$ cat config.mk
export PLATFORM = sky130hd
export DESIGN_NAME = sps_pin_function_select
export DESIGN_NICKNAME = d
export VERILOG_FILES = /design/src/common/sps_pkg.sv /design/src/rtl/sps_pin_cell.sv /design/src/rtl/sps_pin_function_select.sv
export SDC_FILE = /design/constraint.sdc
export NUM_CORES = 1
export LEC_CHECK = 0
export ABC_AREA = 1
export CAP_MARGIN = 25
export CORE_AREA = 2 2 255 257
export DETAILED_ROUTE_END_ITERATION = 7
export DIE_AREA = 0 0 257 259
export DONT_BUFFER_PORTS = 1
export PLACE_DENSITY = 0.36
export SYNTH_ARGS = -nofsm -noshare
export SYNTH_HDL_FRONTEND = slang
export SYNTH_SLANG_ARGS = --single-unit
$ cat constraint.sdc
create_clock -name pclk -period 1.9 [get_ports pclk]
set_input_delay 0.095 -clock pclk [delete_from_list [all_inputs] [get_ports pclk]]
set_output_delay 0.095 -clock pclk [all_outputs]
set_load 0.005 [all_outputs]
$ cat src/common/sps_pkg.sv
// ============
// shared pin function select: constants and types
// ============
package sps_pkg;

   // ============
   // register offsets (byte addresses)
   // ============
   localparam logic [7:0] SPS_OFS_GPIO_EN = 8'h00;
   localparam logic [7:0] SPS_OFS_GPIO_DIR = 8'h04;
   localparam logic [7:0] SPS_OFS_GPIO_OUT = 8'h08;
   localparam logic [7:0] SPS_OFS_GPIO_IN = 8'h0C;
   localparam logic [7:0] SPS_OFS_FUNC_SEL = 8'h10;
   localparam logic [7:0] SPS_OFS_CLK_STAT = 8'h14;

   // ============
   // function select fields and reset values
   // ============
   localparam int unsigned SPS_FS_PCI = 0;
   localparam int unsigned SPS_FS_ETHERNET_MAC_PORT = 1;
   localparam int unsigned SPS_FS_MDIO = 2;
   localparam int unsigned SPS_FS_SER0 = 3;
   localparam int unsigned SPS_FS_SER1 = 4;
   localparam int unsigned SPS_FS_W = 5;
   localparam logic [4:0] SPS_RST_FUNC_SEL = 5'h00;
   localparam logic [15:0] SPS_RST_GPIO_EN = 16'h0000;
   localparam logic [15:0] SPS_RST_GPIO_DIR = 16'h0000;
   localparam logic [15:0] SPS_RST_GPIO_OUT = 16'h0000;

   // clock status fields
   localparam int unsigned SPS_CS_RAW_LO = 0;
   localparam int unsigned SPS_CS_CODE_LO = 4;
   localparam int unsigned SPS_CS_FACT_LO = 8;
   localparam int unsigned SPS_CS_VALID = 16;

   // ============
   // general io bank layout
   // ============
   localparam int unsigned SPS_GPIO_W = 16;
   localparam int unsigned SPS_GP_QUARTER = 1;
   localparam int unsigned SPS_GP_SIXTH = 2;
   localparam int unsigned SPS_GP_INT_LO = 4;
   localparam int unsigned SPS_GP_INT_HI = 7;
   localparam int unsigned SPS_INT_W = 4;
   localparam logic [15:0] SPS_PCI_SHARED_MASK = 16'hFF00;

   // host data bus layout
   localparam int unsigned SPS_HD_W = 32;
   localparam int unsigned SPS_HD_SPLIT = 16;
   localparam int unsigned SPS_SER_W = 6;
   localparam int unsigned SPS_MD_W = 2;

   // ============
   // clock divider and strap timing counts
   // ============
   localparam int unsigned SPS_QUARTER_DIV = 4;
   localparam int unsigned SPS_SIXTH_DIV = 6;
   localparam logic [1:0] SPS_QUARTER_HALF = 2'(SPS_QUARTER_DIV / 2 - 1);
   localparam logic [1:0] SPS_SIXTH_HALF = 2'(SPS_SIXTH_DIV / 2 - 1);
   localparam logic [1:0] SPS_STRAP_SETTLE = 2'h2;

   // ============
   // types
   // ============
   typedef enum logic [1:0] {
      SPS_FN_NONE = 2'h0,
      SPS_FN_A = 2'h1,
      SPS_FN_B = 2'h2,
      SPS_FN_C = 2'h3
   } sps_fn_e;

   typedef enum logic [1:0] {
      SPS_MUL_X1 = 2'h0,
      SPS_MUL_X6 = 2'h1,
      SPS_MUL_X12 = 2'h2
   } sps_mult_e;

   localparam logic [7:0] SPS_FACT_X1 = 8'h01;
   localparam logic [7:0] SPS_FACT_X6 = 8'h06;
   localparam logic [7:0] SPS_FACT_X12 = 8'h0C;
   // pin code n picks the multiplier at bits [2n+1:2n]
   localparam logic [7:0] SPS_MULT_MAP = 8'h24;

   typedef struct packed {
      logic out;
      logic oe;
   } sps_drive_s;

endpackage

$ cat src/rtl/sps_pin_cell.sv
`timescale 1ns/10ps
`default_nettype none
// ============
// one shared pin: registered drive select, input synchroniser
// ============
module sps_pin_cell
   import sps_pkg::*;
(
   // clock and reset
   input wire logic pclk,
   input wire logic presetn,
   // function select and candidate drives
   input wire sps_fn_e sel,
   input wire sps_drive_s src_a,
   input wire sps_drive_s src_b,
   input wire sps_drive_s src_c,
   // pad side
   input wire logic pad_in,
   output var sps_drive_s pad_drv_q,
   output logic pad_sync_q
);

   sps_drive_s drv_d;
   logic s1_q;

   // no function means released pad, neither driving nor driven
   always_comb begin
      unique case (sel)
         SPS_FN_A: drv_d = src_a;
         SPS_FN_B: drv_d = src_b;
         SPS_FN_C: drv_d = src_c;
         SPS_FN_NONE: drv_d = '0;
      endcase
   end

   // drive register and two-stage input synchroniser
   always_ff @(posedge pclk or negedge presetn) begin
      if (!presetn) begin
         pad_drv_q <= '0;
         s1_q <= 1'b0;
         pad_sync_q <= 1'b0;
      end else begin
         pad_drv_q <= drv_d;
         s1_q <= pad_in;
         pad_sync_q <= s1_q;
      end
   end

endmodule // sps_pin_cell
`default_nettype wire

$ cat src/rtl/sps_pin_function_select.sv
`timescale 1ns/10ps
`default_nettype none
module sps_pin_function_select
   import sps_pkg::*;
#(
   parameter int unsigned GPIO_W = SPS_GPIO_W,
   parameter int unsigned HD_W = SPS_HD_W,
   parameter int unsigned HD_SPLIT = SPS_HD_SPLIT,
   parameter int unsigned SER_W = SPS_SER_W,
   parameter logic [15:0] PCI_SHARED_MASK = SPS_PCI_SHARED_MASK,
   parameter logic [7:0] MULT_MAP = SPS_MULT_MAP
) (
   // apb slave
   input wire logic pclk,
   input wire logic presetn,
   input wire logic psel,
   input wire logic penable,
   input wire logic pwrite,
   input wire logic [7:0] paddr,
   input wire logic [31:0] pwdata,
   output logic [31:0] prdata,
   output logic pready,
   output logic pslverr,
   // general io bank pads
   input wire logic [GPIO_W-1:0] gp_pad_in,
   output logic [GPIO_W-1:0] gp_pad_out,
   output logic [GPIO_W-1:0] gp_pad_oe,
   // pci side of general io shared pins
   input wire logic [GPIO_W-1:0] pci_gp_out,
   input wire logic [GPIO_W-1:0] pci_gp_oe,
   output logic [GPIO_W-1:0] pci_gp_in,
   // external interrupt inputs toward the cpu
   output logic [SPS_INT_W-1:0] external_interrupt_input,
   // host data bus pads
   input wire logic [HD_W-1:0] hd_pad_in,
   output logic [HD_W-1:0] hd_pad_out,
   output logic [HD_W-1:0] hd_pad_oe,
   // host parallel port, pci and ethernet mac on the host data bus
   input wire logic [HD_W-1:0] hpp_out,
   input wire logic [HD_W-1:0] hpp_oe,
   output logic [HD_W-1:0] hpp_in,
   input wire logic [HD_W-1:0] pci_ad_out,
   input wire logic [HD_W-1:0] pci_ad_oe,
   output logic [HD_W-1:0] pci_ad_in,
   input wire logic [HD_W-HD_SPLIT-1:0] ethernet_mac_port_out,
   input wire logic [HD_W-HD_SPLIT-1:0] ethernet_mac_port_oe,
   output logic [HD_W-HD_SPLIT-1:0] ethernet_mac_port_in,
   // management clock/data pads and their two owners
   input wire logic [SPS_MD_W-1:0] md_pad_in,
   output logic [SPS_MD_W-1:0] md_pad_out,
   output logic [SPS_MD_W-1:0] md_pad_oe,
   input wire logic [SPS_MD_W-1:0] mdio_out,
   input wire logic [SPS_MD_W-1:0] mdio_oe,
   output logic [SPS_MD_W-1:0] mdio_in,
   input wire logic [SPS_MD_W-1:0] pci_md_out,
   input wire logic [SPS_MD_W-1:0] pci_md_oe,
   output logic [SPS_MD_W-1:0] pci_md_in,
   // serial port pads, port 0 in the low half, port 1 in the high half
   input wire logic [2*SER_W-1:0] sp_pad_in,
   output logic [2*SER_W-1:0] sp_pad_out,
   output logic [2*SER_W-1:0] sp_pad_oe,
   input wire logic [2*SER_W-1:0] bsp_out,
   input wire logic [2*SER_W-1:0] bsp_oe,
   output logic [2*SER_W-1:0] bsp_in,
   input wire logic [2*SER_W-1:0] vid_out,
   input wire logic [2*SER_W-1:0] vid_oe,
   output logic [2*SER_W-1:0] vid_in,
   // pll multiplier select pins and result
   input wire logic [1:0] pll_multiplier_select,
   output var sps_mult_e pll_mult_code,
   output logic [7:0] pll_mult_factor,
   output logic pll_mult_valid
);

   localparam int unsigned UP_W = HD_W - HD_SPLIT;

   // ============
   // register state
   // ============
   logic [GPIO_W-1:0] gp_en_q, gp_dir_q, gp_out_q;
   logic [SPS_FS_W-1:0] func_q;
   logic [1:0] quarter_cnt_q, sixth_cnt_q;
   logic quarter_clk_q, sixth_clk_q;
   logic [1:0] strap_s1_q, strap_s2_q, strap_raw_q, settle_q;

   // ============
   // apb decode
   // ============
   wire setup_ph = psel & ~penable;
   wire wr_en = psel & penable & pready & pwrite;
   wire hit_en = (paddr == SPS_OFS_GPIO_EN);
   wire hit_dir = (paddr == SPS_OFS_GPIO_DIR);
   wire hit_out = (paddr == SPS_OFS_GPIO_OUT);
   wire hit_in = (paddr == SPS_OFS_GPIO_IN);
   wire hit_fs = (paddr == SPS_OFS_FUNC_SEL);
   wire hit_cs = (paddr == SPS_OFS_CLK_STAT);
   wire hit_any = hit_en | hit_dir | hit_out | hit_in | hit_fs | hit_cs;

   // function select fields
   wire pci_on = func_q[SPS_FS_PCI];
   wire ethernet_mac_port_on = func_q[SPS_FS_ETHERNET_MAC_PORT];
   wire mdio_on = func_q[SPS_FS_MDIO];
   wire [1:0] ser_on = {func_q[SPS_FS_SER1], func_q[SPS_FS_SER0]};

   // synchronised pad levels from the pin cells
   logic [GPIO_W-1:0] gp_sync;
   logic [HD_W-1:0] hd_sync;
   logic [SPS_MD_W-1:0] md_sync;
   logic [2*SER_W-1:0] sp_sync;

   wire [31:0] clk_stat = {15'h0000, pll_mult_valid, pll_mult_factor,
                           2'h0, pll_mult_code, 2'h0, strap_raw_q};
   // read word chosen in setup, presented with pready in access
   wire [31:0] rd_word =
      hit_en ? 32'(gp_en_q) :
      hit_dir ? 32'(gp_dir_q) :
      hit_out ? 32'(gp_out_q) :
      hit_in ? 32'(gp_sync) :
      hit_fs ? 32'(func_q) :
      hit_cs ? clk_stat : 32'h0000_0000;

   // one wait-free access phase, error on unmapped offsets
   always_ff @(posedge pclk or negedge presetn) begin
      if (!presetn) begin
         pready <= 1'b0;
         pslverr <= 1'b0;
         prdata <= 32'h0000_0000;
      end else begin
         pready <= setup_ph;
         pslverr <= setup_ph & ~hit_any;
         prdata <= setup_ph ? rd_word : 32'h0000_0000;
      end
   end

   // software registers; reset leaves every general io pin released except clock pins 1 and 2, which drive their divided clocks
   always_ff @(posedge pclk or negedge presetn) begin
      if (!presetn) begin
         gp_en_q <= SPS_RST_GPIO_EN[GPIO_W-1:0];
         gp_dir_q <= SPS_RST_GPIO_DIR[GPIO_W-1:0];
         gp_out_q <= SPS_RST_GPIO_OUT[GPIO_W-1:0];
         func_q <= SPS_RST_FUNC_SEL;
      end else if (wr_en) begin
         if (hit_en) gp_en_q <= pwdata[GPIO_W-1:0];
         if (hit_dir) gp_dir_q <= pwdata[GPIO_W-1:0];
         if (hit_out) gp_out_q <= pwdata[GPIO_W-1:0];
         if (hit_fs) func_q <= pwdata[SPS_FS_W-1:0];
      end
   end

   // ============
   // divided clock outputs
   // ============
   // quarter rate clock
   // sixth rate clock
   // both free-run so a pin handed back from general io keeps phase
   always_ff @(posedge pclk or negedge presetn) begin
      if (!presetn) begin
         quarter_cnt_q <= 2'h0;
         sixth_cnt_q <= 2'h0;
         quarter_clk_q <= 1'b0;
         sixth_clk_q <= 1'b0;
      end else begin
         quarter_cnt_q <= (quarter_cnt_q == SPS_QUARTER_HALF) ? 2'h0 : quarter_cnt_q + 2'h1;
         sixth_cnt_q <= (sixth_cnt_q == SPS_SIXTH_HALF) ? 2'h0 : sixth_cnt_q + 2'h1;
         if (quarter_cnt_q == SPS_QUARTER_HALF) quarter_clk_q <= ~quarter_clk_q;
         if (sixth_cnt_q == SPS_SIXTH_HALF) sixth_clk_q <= ~sixth_clk_q;
      end
   end

   // ============
   // general io bank
   // ============
   sps_fn_e gp_sel [GPIO_W];
   for (genvar i = 0; i < GPIO_W; i++) begin : g_gp
      localparam bit IS_CLK = (i == SPS_GP_QUARTER) || (i == SPS_GP_SIXTH);
      localparam bit IS_PCI = PCI_SHARED_MASK[i];
      wire clk_bit = (i == SPS_GP_QUARTER) ? quarter_clk_q : sixth_clk_q;
      sps_drive_s pad_drv;
      // enable bit claims pin, direction bit drives
      // interrupt pins stay released until enabled
      // pci shared pins idle until the pci function is chosen
      assign gp_sel[i] = gp_en_q[i] ? SPS_FN_A :
                         IS_CLK ? SPS_FN_B :
                         (IS_PCI && pci_on) ? SPS_FN_C : SPS_FN_NONE;
      sps_pin_cell u_cell (
         .pclk(pclk),
         .presetn(presetn),
         .sel(gp_sel[i]),
         .src_a('{out: gp_out_q[i], oe: gp_dir_q[i]}),
         .src_b('{out: clk_bit, oe: 1'b1}),
         .src_c('{out: pci_gp_out[i], oe: pci_gp_oe[i]}),
         .pad_in(gp_pad_in[i]),
         .pad_drv_q(pad_drv),
         .pad_sync_q(gp_sync[i])
      );
      assign gp_pad_out[i] = pad_drv.out;
      assign gp_pad_oe[i] = pad_drv.oe;
   end

   // ============
   // host data bus: host port, pci, ethernet mac upper half
   // ============
   sps_fn_e hd_sel [HD_W];
   for (genvar i = 0; i < HD_W; i++) begin : g_hd
      localparam bit IS_UP = (i >= HD_SPLIT);
      localparam int unsigned UI = IS_UP ? i - HD_SPLIT : 0;
      sps_drive_s pad_drv;
      // ethernet mac may take the upper half
      assign hd_sel[i] = (IS_UP && ethernet_mac_port_on) ? SPS_FN_C :
                         pci_on ? SPS_FN_B : SPS_FN_A;
      sps_pin_cell u_cell (
         .pclk(pclk),
         .presetn(presetn),
         .sel(hd_sel[i]),
         .src_a('{out: hpp_out[i], oe: hpp_oe[i]}),
         .src_b('{out: pci_ad_out[i], oe: pci_ad_oe[i]}),
         .src_c('{out: ethernet_mac_port_out[UI], oe: ethernet_mac_port_oe[UI] & IS_UP}),
         .pad_in(hd_pad_in[i]),
         .pad_drv_q(pad_drv),
         .pad_sync_q(hd_sync[i])
      );
      assign hd_pad_out[i] = pad_drv.out;
      assign hd_pad_oe[i] = pad_drv.oe;
   end

   // ============
   // management pins shared with pci
   // ============
   for (genvar i = 0; i < SPS_MD_W; i++) begin : g_md
      sps_drive_s pad_drv;
      // pci pins here go to pci, never host
      // pci owns management pins by default
      wire sps_fn_e sel = mdio_on ? SPS_FN_A : SPS_FN_B;
      sps_pin_cell u_cell (
         .pclk(pclk),
         .presetn(presetn),
         .sel(sel),
         .src_a('{out: mdio_out[i], oe: mdio_oe[i]}),
         .src_b('{out: pci_md_out[i], oe: pci_md_oe[i]}),
         .src_c('0),
         .pad_in(md_pad_in[i]),
         .pad_drv_q(pad_drv),
         .pad_sync_q(md_sync[i])
      );
      assign md_pad_out[i] = pad_drv.out;
      assign md_pad_oe[i] = pad_drv.oe;
   end

   // ============
   // serial port pins shared with video ports
   // ============
   for (genvar i = 0; i < 2*SER_W; i++) begin : g_sp
      localparam int unsigned PORT = i / SER_W;
      sps_drive_s pad_drv;
      // video port unless serial port chosen
      wire sps_fn_e sel = ser_on[PORT] ? SPS_FN_A : SPS_FN_B;
      sps_pin_cell u_cell (
         .pclk(pclk),
         .presetn(presetn),
         .sel(sel),
         .src_a('{out: bsp_out[i], oe: bsp_oe[i]}),
         .src_b('{out: vid_out[i], oe: vid_oe[i]}),
         .src_c('0),
         .pad_in(sp_pad_in[i]),
         .pad_drv_q(pad_drv),
         .pad_sync_q(sp_sync[i])
      );
      assign sp_pad_out[i] = pad_drv.out;
      assign sp_pad_oe[i] = pad_drv.oe;
   end

   // ============
   // inputs returned only to the owning function
   // ============
   logic [GPIO_W-1:0] gp_pci_mask;
   logic [HD_W-1:0] hd_hpp_mask, hd_pci_mask;
   logic [UP_W-1:0] hd_ethernet_mac_port_mask;
   for (genvar i = 0; i < GPIO_W; i++) begin : g_gpm
      assign gp_pci_mask[i] = (gp_sel[i] == SPS_FN_C);
   end
   for (genvar i = 0; i < HD_W; i++) begin : g_hdm
      assign hd_hpp_mask[i] = (hd_sel[i] == SPS_FN_A);
      assign hd_pci_mask[i] = (hd_sel[i] == SPS_FN_B);
   end
   for (genvar i = 0; i < UP_W; i++) begin : g_emm
      assign hd_ethernet_mac_port_mask[i] = (hd_sel[i+HD_SPLIT] == SPS_FN_C);
   end
   // interrupt level follows pad while bit is an input
   wire [SPS_INT_W-1:0] int_lvl = gp_sync[SPS_GP_INT_HI:SPS_GP_INT_LO]
                                  & ~(gp_en_q[SPS_GP_INT_HI:SPS_GP_INT_LO]
                                      & gp_dir_q[SPS_GP_INT_HI:SPS_GP_INT_LO]);

   // masking stops an idle owner from seeing another function's traffic
   always_ff @(posedge pclk or negedge presetn) begin
      if (!presetn) begin
         pci_gp_in <= '0;
         external_interrupt_input <= '0;
         hpp_in <= '0;
         pci_ad_in <= '0;
         ethernet_mac_port_in <= '0;
         mdio_in <= '0;
         pci_md_in <= '0;
         bsp_in <= '0;
         vid_in <= '0;
      end else begin
         pci_gp_in <= gp_sync & gp_pci_mask;
         external_interrupt_input <= int_lvl;
         hpp_in <= hd_sync & hd_hpp_mask;
         pci_ad_in <= hd_sync & hd_pci_mask;
         ethernet_mac_port_in <= hd_sync[HD_W-1:HD_SPLIT] & hd_ethernet_mac_port_mask;
         mdio_in <= md_sync & {SPS_MD_W{mdio_on}};
         pci_md_in <= md_sync & {SPS_MD_W{~mdio_on}};
         bsp_in <= sp_sync & {{SER_W{ser_on[1]}}, {SER_W{ser_on[0]}}};
         vid_in <= sp_sync & ~{{SER_W{ser_on[1]}}, {SER_W{ser_on[0]}}};
      end
   end

   // ============
   // pll multiplier strap capture
   // ============
   wire sps_mult_e map_code = sps_mult_e'(MULT_MAP[2*strap_s2_q +: 2]);
   wire [7:0] map_fact = (map_code == SPS_MUL_X6) ? SPS_FACT_X6 :
                         (map_code == SPS_MUL_X12) ? SPS_FACT_X12 : SPS_FACT_X1;
   wire strap_take = ~pll_mult_valid && (settle_q == SPS_STRAP_SETTLE);

   // wait for synchroniser to fill, then latch once
   // decode pins into multiplier and factor
   always_ff @(posedge pclk or negedge presetn) begin
      if (!presetn) begin
         strap_s1_q <= 2'h0;
         strap_s2_q <= 2'h0;
         settle_q <= 2'h0;
         strap_raw_q <= 2'h0;
         pll_mult_code <= SPS_MUL_X1;
         pll_mult_factor <= SPS_FACT_X1;
         pll_mult_valid <= 1'b0;
      end else begin
         strap_s1_q <= pll_multiplier_select;
         strap_s2_q <= strap_s1_q;
         if (settle_q != SPS_STRAP_SETTLE) settle_q <= settle_q + 2'h1;
         if (strap_take) begin
            strap_raw_q <= strap_s2_q;
            pll_mult_code <= map_code;
            pll_mult_factor <= map_fact;
            pll_mult_valid <= 1'b1;
         end
      end
   end

endmodule // sps_pin_function_select
`default_nettype wire

### Word level (Yosys, flattened, before mapping)

Index checks and enable logic that the tools add are counted.

| storage, ports and cells | value |
|---|---|
| flip-flop bits (word level) | 473 |
| input bits | 357 |
| output and inout port bits | 297 |

| cells by class | value |
|---|---|
| add/subtract/negate cells | 3 |
| equality and inequality tests | 74 |
| shift operators | 1 |
| mux-type cells | 95 |
| bitwise logic cells | 28 |
| reductions and logical operators | 30 |

Operators by type and width:

| cell | count |
|---|---|
| one-hot mux 2 bit (4 select lines) | 48 |
| 2-to-1 mux 17 bit | 7 |
| one-hot mux 2 bit (3 select lines) | 14 |
| equality test 2 bit, second input constant | 33 |
| AND 32 bit | 2 |
| zero test 2 bit | 21 |
| 2-to-1 mux 2 bit | 18 |
| equality test 2 x 1 -> 1 bit, second input constant | 17 |
| AND 16 bit | 2 |
| AND 12 bit | 2 |
| equality test 1 x 2 -> 1 bit, second input constant | 12 |
| equality test 8 x 4 -> 1 bit, second input constant | 2 |
| equality test 8 x 5 -> 1 bit, second input constant | 2 |
| inverter 12 bit | 1 |
| AND 4 bit | 2 |
| equality test 8 x 3 -> 1 bit, second input constant | 1 |
| zero test 8 bit | 1 |
| 2-to-1 mux 8 bit | 1 |
| AND reduction 2 bit | 4 |
| indexed part select 8 x 4 -> 2 bit, first input constant | 1 |
| adder 2 x 1 -> 2 bit, second input constant | 3 |
| equality test 1 bit, second input constant | 6 |
| 2-to-1 mux 1 bit | 6 |
| inverter 1 bit | 6 |
| other kinds (8) | 19 |

### Depth between registers and ports, before layout

Gate-level depths: netlist of run 1.

| logic depth | value |
|---|---|
| depth in word-level cells | 8 |
| depth in mapped cells | 10 |
| depth with buffers taken out | 9 |

### Hierarchy

A second synthesis of run 1 with hierarchy kept.

| unflattened totals | value |
|---|---|
| cell total of the unflattened synthesis | 1721 |
| area total of the unflattened synthesis | 17401.7 µm² |

By module, submodules not included:

| module | times used | cells each | area an instance (µm²) | seq. area each (µm²) |
|---|---|---|---|---|
| sps_pin_cell | 62 | 14 | 147.6 | 100.1 |
| sps_pin_function_select | 1 | 853 | 8247.9 | 5281.3 |

### Worst setup path before layout of run 1

OpenSTA, ideal clock, no wires.

| timing | value |
|---|---|
| path kind | register -> register |
| start point | reg settle_q[0] |
| end point | reg strap_raw_q[1] |
| arrival time | 1126 ps |
| data required time | 1774 ps |
| setup slack | 648 ps |
| stages on the path, launching flop included | 8 |
| path buffers | 0 |
| period minus slack after synthesis | 1252 ps |
| path through | dfrtp_1 > inv_1 > ha_1 > inv_1 > nor2_1 > inv_1 > nand2_1 > o21ai_0 |

| between the ends | value |
|---|---|
| longest elaborated chain between the ends | 2 |

RTL lines:

| what | RTL line | text |
|---|---|---|
| from (decl) | sps_pin_function_select.sv:84 | `logic [1:0] strap_s1_q, strap_s2_q, strap_raw_q, settle_q;` |
| from (signal assigned) | sps_pin_function_select.sv:340 | `if (settle_q != SPS_STRAP_SETTLE) settle_q <= settle_q + 2'h1;` |
| equality test 2 bit | sps_pin_function_select.sv:324 | `wire strap_take = ~pll_mult_valid && (settle_q == SPS_STRAP_SETTLE);` |
| logical AND 1 bit | sps_pin_function_select.sv:324 |  |
| to (signal assigned) | sps_pin_function_select.sv:342 | `strap_raw_q <= strap_s2_q;` |
| to (decl) | sps_pin_function_select.sv:84 |  |

No other way between the ends.
A chain may end at the register's enable or synchronous reset.

### Final worst setup path of run 1

| timing | value |
|---|---|
| start point | in paddr[1] |
| end point | reg gp_en_q[10] |

| between the ends | value |
|---|---|
| longest elaborated chain between the ends | 2 |

RTL lines:

| what | RTL line | text |
|---|---|---|
| from (decl) | sps_pin_function_select.sv:19 | `input wire logic [7:0] paddr,` |
| zero test 8 bit | sps_pin_function_select.sv:91 | `wire hit_en = (paddr == SPS_OFS_GPIO_EN);` |
| AND reduction 2 bit (no source line) | - |  |
| to (signal assigned) | sps_pin_function_select.sv:138 | `gp_en_q <= SPS_RST_GPIO_EN[GPIO_W-1:0];` |
| to (signal assigned) | sps_pin_function_select.sv:143 | `if (hit_en) gp_en_q <= pwdata[GPIO_W-1:0];` |
| to (decl) | sps_pin_function_select.sv:80 | `logic [GPIO_W-1:0] gp_en_q, gp_dir_q, gp_out_q;` |

No other way between the ends.

==> flow_summary.rst, run 1 <==
.. list-table::
   :header-rows: 1

   * - Metric
     - Value
   * - Path class of the lowest-slack min-delay path
     - input pin to async pin
   * - Via count normalized by instance count
     - 4.113
   * - Share of the yosys chip area belonging to registers
     - 72.10%
   * - Worst hold slack
     - -801.3 ps
   * - Wirelength per Cell
     - 19.11 um
   * - Via total after detailed routing
     - between 10000 and 15000
   * - Number of global-route vias before repair
     - 11920
   * - Grt total ovfl
     - 0
   * - Sequential cell area
     - 11490 um2
   * - Setup crit start kind
     - input pin
   * - Max Freq
     - between 500 and 600 MHz
   * - Setup repair after global routing missed its margin
     - no
   * - Violations in the final reports
     - hold timing
   * - Result of the run
     - finished with violations
   * - Number of endpoints with negative hold slack in the final report
     - around 460
   * - Hold buffer count at CTS
     - 326
   * - CTS clk-pin slew, worst paths
     - approximately 60 ps
   * - DR iter-0 viols
     - 598
   * - Num CTS Buffers
     - between 50 and 60
   * - Library cell occupying the most area in the post-synthesis netlist
     - sky130_fd_sc_hd__dfrtp_1
   * - Required @ worst endpoint
     - about 2400 ps
   * - Setup repair bufs after CTS
     - 0
   * - CTS H-tree lvls
     - 2
   * - Max cap viols
     - 0
   * - IR Drop Worst-Case VDD
     - 0.6195 mV
   * - Number of unique standard cell types used by synthesis
     - 32
   * - Crit path max fanout
     - 22
   * - Count of mapped cells out of synthesis
     - 1435
   * - Site Rows
     - 93
   * - Share of the cycle needed by the critical path after routing
     - 94.92%
   * - Worst max-slew margin expressed relative to the limit
     - slightly below 30%
   * - First-pass GRT wire length
     - 76270 um
   * - Number of remaining DRC errors
     - 0
   * - TritonCTS clock tree
     - done
   * - Leakage Power
     - 0.01062 uW
   * - Worst Setup Slack post-DPL
     - 80.99 ps
   * - Endpoint class of the critical path
     - register
   * - Clock Skew
     - ~22 ps
   * - Post-layout nets
     - 2142
   * - Port bufs
     - 0
   * - Min cycle time layout
     - 1803 ps
   * - Area growth from synthesis to layout
     - 36.78%
   * - Clock net sink count
     - 459
   * - Final-report max-slew violation count
     - 0
   * - Power density cells
     - a little under 1000 nW/um2
   * - Overall routing resource usage
     - 15.13%
   * - Fill cells
     - 6408
   * - Post-layout util
     - 34.11%
   * - Starting density of the core
     - around 25%
   * - Crit path arrival time
     - 2260 ps
   * - Share of post-route cells with drive strength above 1
     - 8.936%
   * - Antenna violations before repair
     - 10
   * - Pin count of the biggest net entering global routing
     - between 400 and 500
   * - Path type of the worst setup path
     - input pin to register
   * - Largest buffer count on any clock path
     - 3
   * - Overall die width
     - 257 um
   * - Core Footprint
     - 63880 um2
   * - Area of the multi-input gates
     - 3438 um2
   * - Die outline height
     - 259 um
   * - Post-route antenna net violation count
     - 0
   * - Count of yosys warnings during synthesis
     - 0
   * - Clock Root Buffer
     - sky130_fd_sc_hd__clkbuf_16
   * - Top cells by area, synth
     - sky130_fd_sc_hd__dfrtp_1, sky130_fd_sc_hd__nand2_1, sky130_fd_sc_hd__inv_1
   * - Post-synthesis cell area
     - ~16000 um2
   * - Share of Yosys cell area claimed by the top area cell type
     - 71.93%
   * - Worst setup margin
     - ~97 ps
   * - Sum of negative setup slack
     - 0 ps
   * - Detailed Place HPWL
     - 34810 um
   * - Final setup violating endpoints
     - 0
   * - Average footprint of a synthesized cell
     - 11.10 um2
   * - Full die area
     - 66560 um2
   * - Post-detailed-routing wire length
     - 51320 um
   * - Worst-margin pin slew
     - 1057 ps
   * - Insertion delay of the later-clocked pin in the worst-skew pair
     - 600 ps
   * - First-pass DRT Iterations
     - 5
   * - I/O pin count
     - 654
   * - Flip-flop and latch count after synthesis
     - 459
   * - Last weighted congestion value of the routability-driven placer
     - 0.8395
synth_stat cells:
library cell / n
sky130_fd_sc_hd__o211ai_1: 2
sky130_fd_sc_hd__dfrtp_1: 458
sky130_fd_sc_hd__ha_1: 3
sky130_fd_sc_hd__o21ai_0: 72
sky130_fd_sc_hd__nand2_1: 393
sky130_fd_sc_hd__nor2_1: 80
sky130_fd_sc_hd__nand3_2: 1
sky130_fd_sc_hd__dfstp_2: 1
sky130_fd_sc_hd__o21ai_2: 1
sky130_fd_sc_hd__nor2_2: 7
sky130_fd_sc_hd__nor2_4: 4
sky130_fd_sc_hd__buf_2: 16
sky130_fd_sc_hd__buf_1: 4
sky130_fd_sc_hd__buf_6: 5
sky130_fd_sc_hd__nand4_1: 1
sky130_fd_sc_hd__nand3_1: 60
sky130_fd_sc_hd__conb_1: 1
sky130_fd_sc_hd__nand2_4: 2
sky130_fd_sc_hd__xor2_1: 2
sky130_fd_sc_hd__a21oi_1: 33
sky130_fd_sc_hd__inv_2: 5
sky130_fd_sc_hd__nand2_2: 4
sky130_fd_sc_hd__xnor2_1: 1
sky130_fd_sc_hd__buf_4: 32
sky130_fd_sc_hd__nor3_1: 5
sky130_fd_sc_hd__mux2_2: 28
sky130_fd_sc_hd__clkbuf_1: 22
sky130_fd_sc_hd__and3_1: 4
sky130_fd_sc_hd__or2_2: 1
sky130_fd_sc_hd__inv_1: 166
sky130_fd_sc_hd__o21a_1: 3
sky130_fd_sc_hd__o21ai_1: 18
worst max-delay path, cell delays in order:
cell,delay (ps)
sky130_fd_sc_hd__dlygate4sd3_1,580
sky130_fd_sc_hd__nor2_4,160
sky130_fd_sc_hd__nand3_1,110
sky130_fd_sc_hd__dlygate4sd3_1,610
sky130_fd_sc_hd__nor2_4,190
sky130_fd_sc_hd__nand2_1,90
sky130_fd_sc_hd__buf_4,260
sky130_fd_sc_hd__nand2_1,90
sky130_fd_sc_hd__o21ai_0,70
cells in the final DEF (no fill, tap or decap), drive strengths merged:
master,Yosys,layout
a21oi,33,33
and3,4,4
buf,57,21
bufinv,0,4
clkbuf,22,71
clkinv,0,15
clkinvlp,0,3
conb,1,27
dfrtp,458,458
dfstp,1,1
diode,0,6
dlygate4sd3,0,325
ha,3,3
inv,171,174
mux2,28,28
nand2,399,399
nand3,61,61
nand4,1,1
nor2,91,91
nor3,5,5
o211ai,2,2
o21a,3,3
o21ai,91,91
or2,1,1
xnor2,1,1
xor2,2,2
state kept, by name, indices dropped and copies added, names as in the netlist, 17 cells and up:
register / count
g_gp.u_cell.pad_drv_q: 32
g_hd.u_cell.pad_drv_q: 64
hpp_in: 32
g_hd.u_cell.pad_sync_q: 32
pci_ad_in: 32
g_sp.u_cell.pad_drv_q: 24
g_hd.u_cell.s1_q: 32
prdata: 17
cell families after synthesis:
| kind of cell | synth area share, % |
|---|---|
| other | 0.02354 |
| AO/OA/AOI/OAI | 4.154 |
| AND/OR/NAND/NOR | 14.34 |
| flip-flops | 72.10 |
| adder cells (fa/ha/maj) | 0.2356 |
| XOR/XNOR | 0.1649 |
| buffers and inverters | 7.005 |
| multiplexers | 1.979 |
layout make-up:
type,instances,share of cell area [%]
clock inverter,25,1.223
tap,855,4.909
timing repair buffer,346,15.73
antenna,6,0.06889
sequential,459,52.73
multi-input combinational,752,15.78
clock buffer,71,6.620
inverter,171,2.945
timing repair:
action                                  in CTS  in global routing
endpoints found under the setup margin       0                 35
resized for setup                            0                  4
endpoints found under the hold margin      703                459
through the flow:
step	total power, uW	std cells	instance area (um2)
floorplan	10650	1461	16030
global placement	10750	2258	16800
detailed placement	10750	2258	16800
CTS	21660	2680	21780
global route	22130	2684	21790
finish	21200	2685	21790
layer usage:
metal / GRT usage [%] / routed length [um] / vias up
met3: 4.765 / 3935 / 96
met5: 0 / 13 / -
met4: 4.893 / 1493 / 2
li1: - / - / 5046
met1: 17.56 / 20030 / 5413
met2: 26.51 / 25840 / 486
worst paths after layout:
path / startpoint / to / slack (ps) / depth (start not counted)
setup / recovery: paddr[1] / gp_en_q[10] / 100 / 9
hold / removal: presetn / ethernet_mac_port_in[1] / -800 / 0
setup reg to reg: func_q[3] / g_sp[4].u_cell.pad_drv_q[0] / 120 / 3
hold reg to reg: g_md[1].u_cell.s1_q / g_md[1].u_cell.pad_sync_q / 340 / 0
max in group asynchronous: presetn / g_hd[5].u_cell.pad_sync_q / 1830 / 0
min in group pclk: paddr[2] / prdata[2] / 50 / 9
where the power goes:
part           switching [uW]  total [uW]  internal [uW]
Sequential                184       10300          10100
Clock                    4170       10100           5880
Combinational             321         871            550
Total                    4670       21200          16500
Note: power is estimated with default switching activity, not from simulation.
==> run 2, diff against run 1 <==
Settings changed: CORE_AREA 2 2 255 257 to 2 2 256 258, DIE_AREA 0 0 257 259 to 0 0 258 260.
==> flow_summary.rst, run 2 (synthesized netlist as in run 1, its figures left out) <==
.. list-table::
   :header-rows: 1

   * - Metric
     - Value
   * - Result of the run
     - finished with violations (unchanged)
   * - Violations in the final reports
     - hold timing (unchanged)
   * - Full die area
     - 67080 um2 (was 66560 um2)
   * - Sequential cell area
     - 11490 um2 (unchanged)
   * - I/O pin count
     - 654 (unchanged)
   * - Die outline height
     - 260 um (was 259 um)
   * - Overall die width
     - 258 um (was 257 um)
   * - Leakage Power
     - 0.01052 uW (was 0.01062 uW)
   * - Clock net sink count
     - 459 (unchanged)
   * - Share of the cycle needed by the critical path after routing
     - 94.38% (was 94.92%)
   * - Detailed Place HPWL
     - 34600 um (was 34810 um)
   * - Final setup violating endpoints
     - 0 (unchanged)
   * - Sum of negative setup slack
     - 0 ps (unchanged)
   * - Area of the multi-input gates
     - 3451 um2 (was 3438 um2)
   * - Commonest non-fill, non-tap cell in the layout
     - sky130_fd_sc_hd__dfrtp_1 (unchanged)
   * - Number of global-route vias before repair
     - 11670 (was 11920)
   * - Pin count of the biggest net entering global routing
     - 460 (unchanged)
   * - Grt total ovfl
     - 0 (unchanged)
   * - First-pass DRT Iterations
     - 5 (unchanged)
   * - Setup crit start kind
     - register (was input pin)
   * - Post-route antenna net violation count
     - 0 (unchanged)
   * - Worst hold slack
     - -797.3 ps (was -801.3 ps)
   * - Antenna violations before repair
     - 5 (was 10)
   * - Max Freq
     - 557.6 MHz (was 554.5 MHz)
   * - Number of flip-flops under the largest register name
     - 64 (unchanged)
   * - DR iter-0 viols
     - 819 (was 598)
   * - Fill cells
     - 6454 (was 6408)
   * - Top library cells by usage in the layout, fill and taps aside
     - sky130_fd_sc_hd__dfrtp_1, sky130_fd_sc_hd__nand2_1, sky130_fd_sc_hd__dlygate4sd3_1, sky130_fd_sc_hd__inv_1, sky130_fd_sc_hd__nor2_1 (unchanged)
   * - Num CTS Buffers
     - 53 (was 52)
   * - Area of all placed cells without fillers
     - 21620 um2 (was 21790 um2)
   * - Number of remaining DRC errors
     - 0 (unchanged)
   * - Last weighted congestion value of the routability-driven placer
     - 0.7988 (was 0.8395)
   * - Min cycle time layout
     - 1793 ps (was 1803 ps)
   * - Clock Root Buffer
     - sky130_fd_sc_hd__clkbuf_16 (unchanged)
   * - Wirelength per Cell
     - 19.29 um (was 19.11 um)
   * - TritonCTS clock tree
     - done (unchanged)
   * - Post-detailed-placement cell area
     - 16820 um2 (was 16800 um2)
   * - Via count normalized by instance count
     - 4.134 (was 4.113)
   * - Number of endpoints with negative hold slack in the final report
     - 459 (unchanged)
   * - Path class of the lowest-slack min-delay path
     - input pin to async pin (unchanged)
   * - Crit path max fanout
     - 32 (was 22)
   * - Path type of the worst setup path
     - register to register (was input pin to register)
   * - Top reg by flops
     - g_hd.u_cell.pad_drv_q (unchanged)
   * - Worst-margin pin slew
     - 851.8 ps (was 1057 ps)
   * - Endpoint class of the critical path
     - register (unchanged)
   * - Via total after detailed routing
     - 10980 (was 11040)
   * - Setup repair after global routing missed its margin
     - no (unchanged)
   * - IR Drop Worst-Case VDD
     - 0.5814 mV (was 0.6195 mV)
   * - Share of post-route cells with drive strength above 1
     - 9.232% (was 8.936%)
   * - Post-detailed-routing wire length
     - 51250 um (was 51320 um)
   * - Clock Skew
     - 11.82 ps (was 21.84 ps)
   * - Starting density of the core
     - 24.85% (was 24.94%)
   * - Required @ worst endpoint
     - 2430 ps (was 2360 ps)
   * - Largest buffer count on any clock path
     - 3 (unchanged)
   * - Max cap viols
     - 0 (unchanged)
   * - Insertion delay of the later-clocked pin in the worst-skew pair
     - 600 ps (about the same)
   * - Power density cells
     - 983.2 nW/um2 (was 972.9 nW/um2)
   * - Core Footprint
     - 64120 um2 (was 63880 um2)
   * - Worst max-slew margin expressed relative to the limit
     - 43.21% (was 29.55%)
   * - First-pass GRT wire length
     - 75340 um (was 76270 um)
   * - Post-layout nets
     - 2118 (was 2142)
   * - Final-report max-slew violation count
     - 0 (unchanged)
   * - Overall routing resource usage
     - 14.94% (was 15.13%)
   * - Port bufs
     - 0 (unchanged)
   * - CTS H-tree lvls
     - 2 (unchanged)
   * - CTS clk-pin slew, worst paths
     - 60 ps (about the same)
   * - Area growth from synthesis to layout
     - 35.71% (was 36.78%)
   * - Crit path arrival time
     - 2320 ps (was 2260 ps)
   * - Site Rows
     - 93 (unchanged)
-- run 2: per-layer routing --
layer / track usage [%] / wire [um] / vias to the layer above
li1: - / - / 4996
met3: 4.717 / 4149 / 77
met4: 4.480 / 1238 / 2
met1: 18.04 / 20260 / 5408
met5: 0 / 16 / -
met2: 25.49 / 25580 / 497
-- run 2: timing repair --
item	in CTS	in global routing
endpoints found under the setup margin	0	44
buffers inserted	0	1
endpoints found under the hold margin	703	460
hold buffers	300	1
resized for setup	0	7
-- run 2: final timing paths --
path	end	cells past startpoint	startpoint	slack, ps
setup / recovery	g_hd[17].u_cell.pad_drv_q[0]	5	func_q[1]	110
min in group pclk	gp_out_q[14]	5	paddr[2]	40
max in group asynchronous	func_q[0]	0	presetn	1940
hold / removal	pci_ad_in[29]	0	presetn	-800
setup reg to reg	g_hd[17].u_cell.pad_drv_q[0]	5	func_q[1]	110
hold reg to reg	g_hd[23].u_cell.pad_sync_q	0	g_hd[23].u_cell.s1_q	340
-- run 2: critical path: stages, from the launching register on --
cell,delay (ps)
sky130_fd_sc_hd__dfrtp_2,490
sky130_fd_sc_hd__nor2_2,170
sky130_fd_sc_hd__buf_6,270
sky130_fd_sc_hd__nand2_1,150
sky130_fd_sc_hd__nand3_1,100
sky130_fd_sc_hd__dlygate4sd3_1,550
-- run 2: where the power goes --
part | switching [uW] | leakage [uW] | total [uW] | internal, uW
registers | 183 | 0.00574 | 10300 | 10100
clock network | 4190 | 0.000855 | 10200 | 5970
logic | 302 | 0.00393 | 818 | 517
-- run 2: layout make-up --
class | count | area share (%)
tap | 855 | 4.948
inverter | 171 | 2.969
clock buffer | 72 | 6.973
multi-input combinational | 752 | 15.96
clock inverter | 23 | 1.065
antenna | 3 | 0.03472
timing repair buffer | 321 | 14.90
sequential | 459 | 53.15
-- run 2: metrics by stage --
step	worst slack [ps]	std cells	power (uW)	util, %
4_1_cts	18.32	2652	21710	33.63
3_3_place_gp	253.0	2257	10740	26.24
5_1_grt	34.63	2656	22200	33.72
3_5_place_dp	296.9	2257	10750	26.24
6_report	106.7	2656	21260	33.72
2_1_floorplan	647.9	1461	10650	-
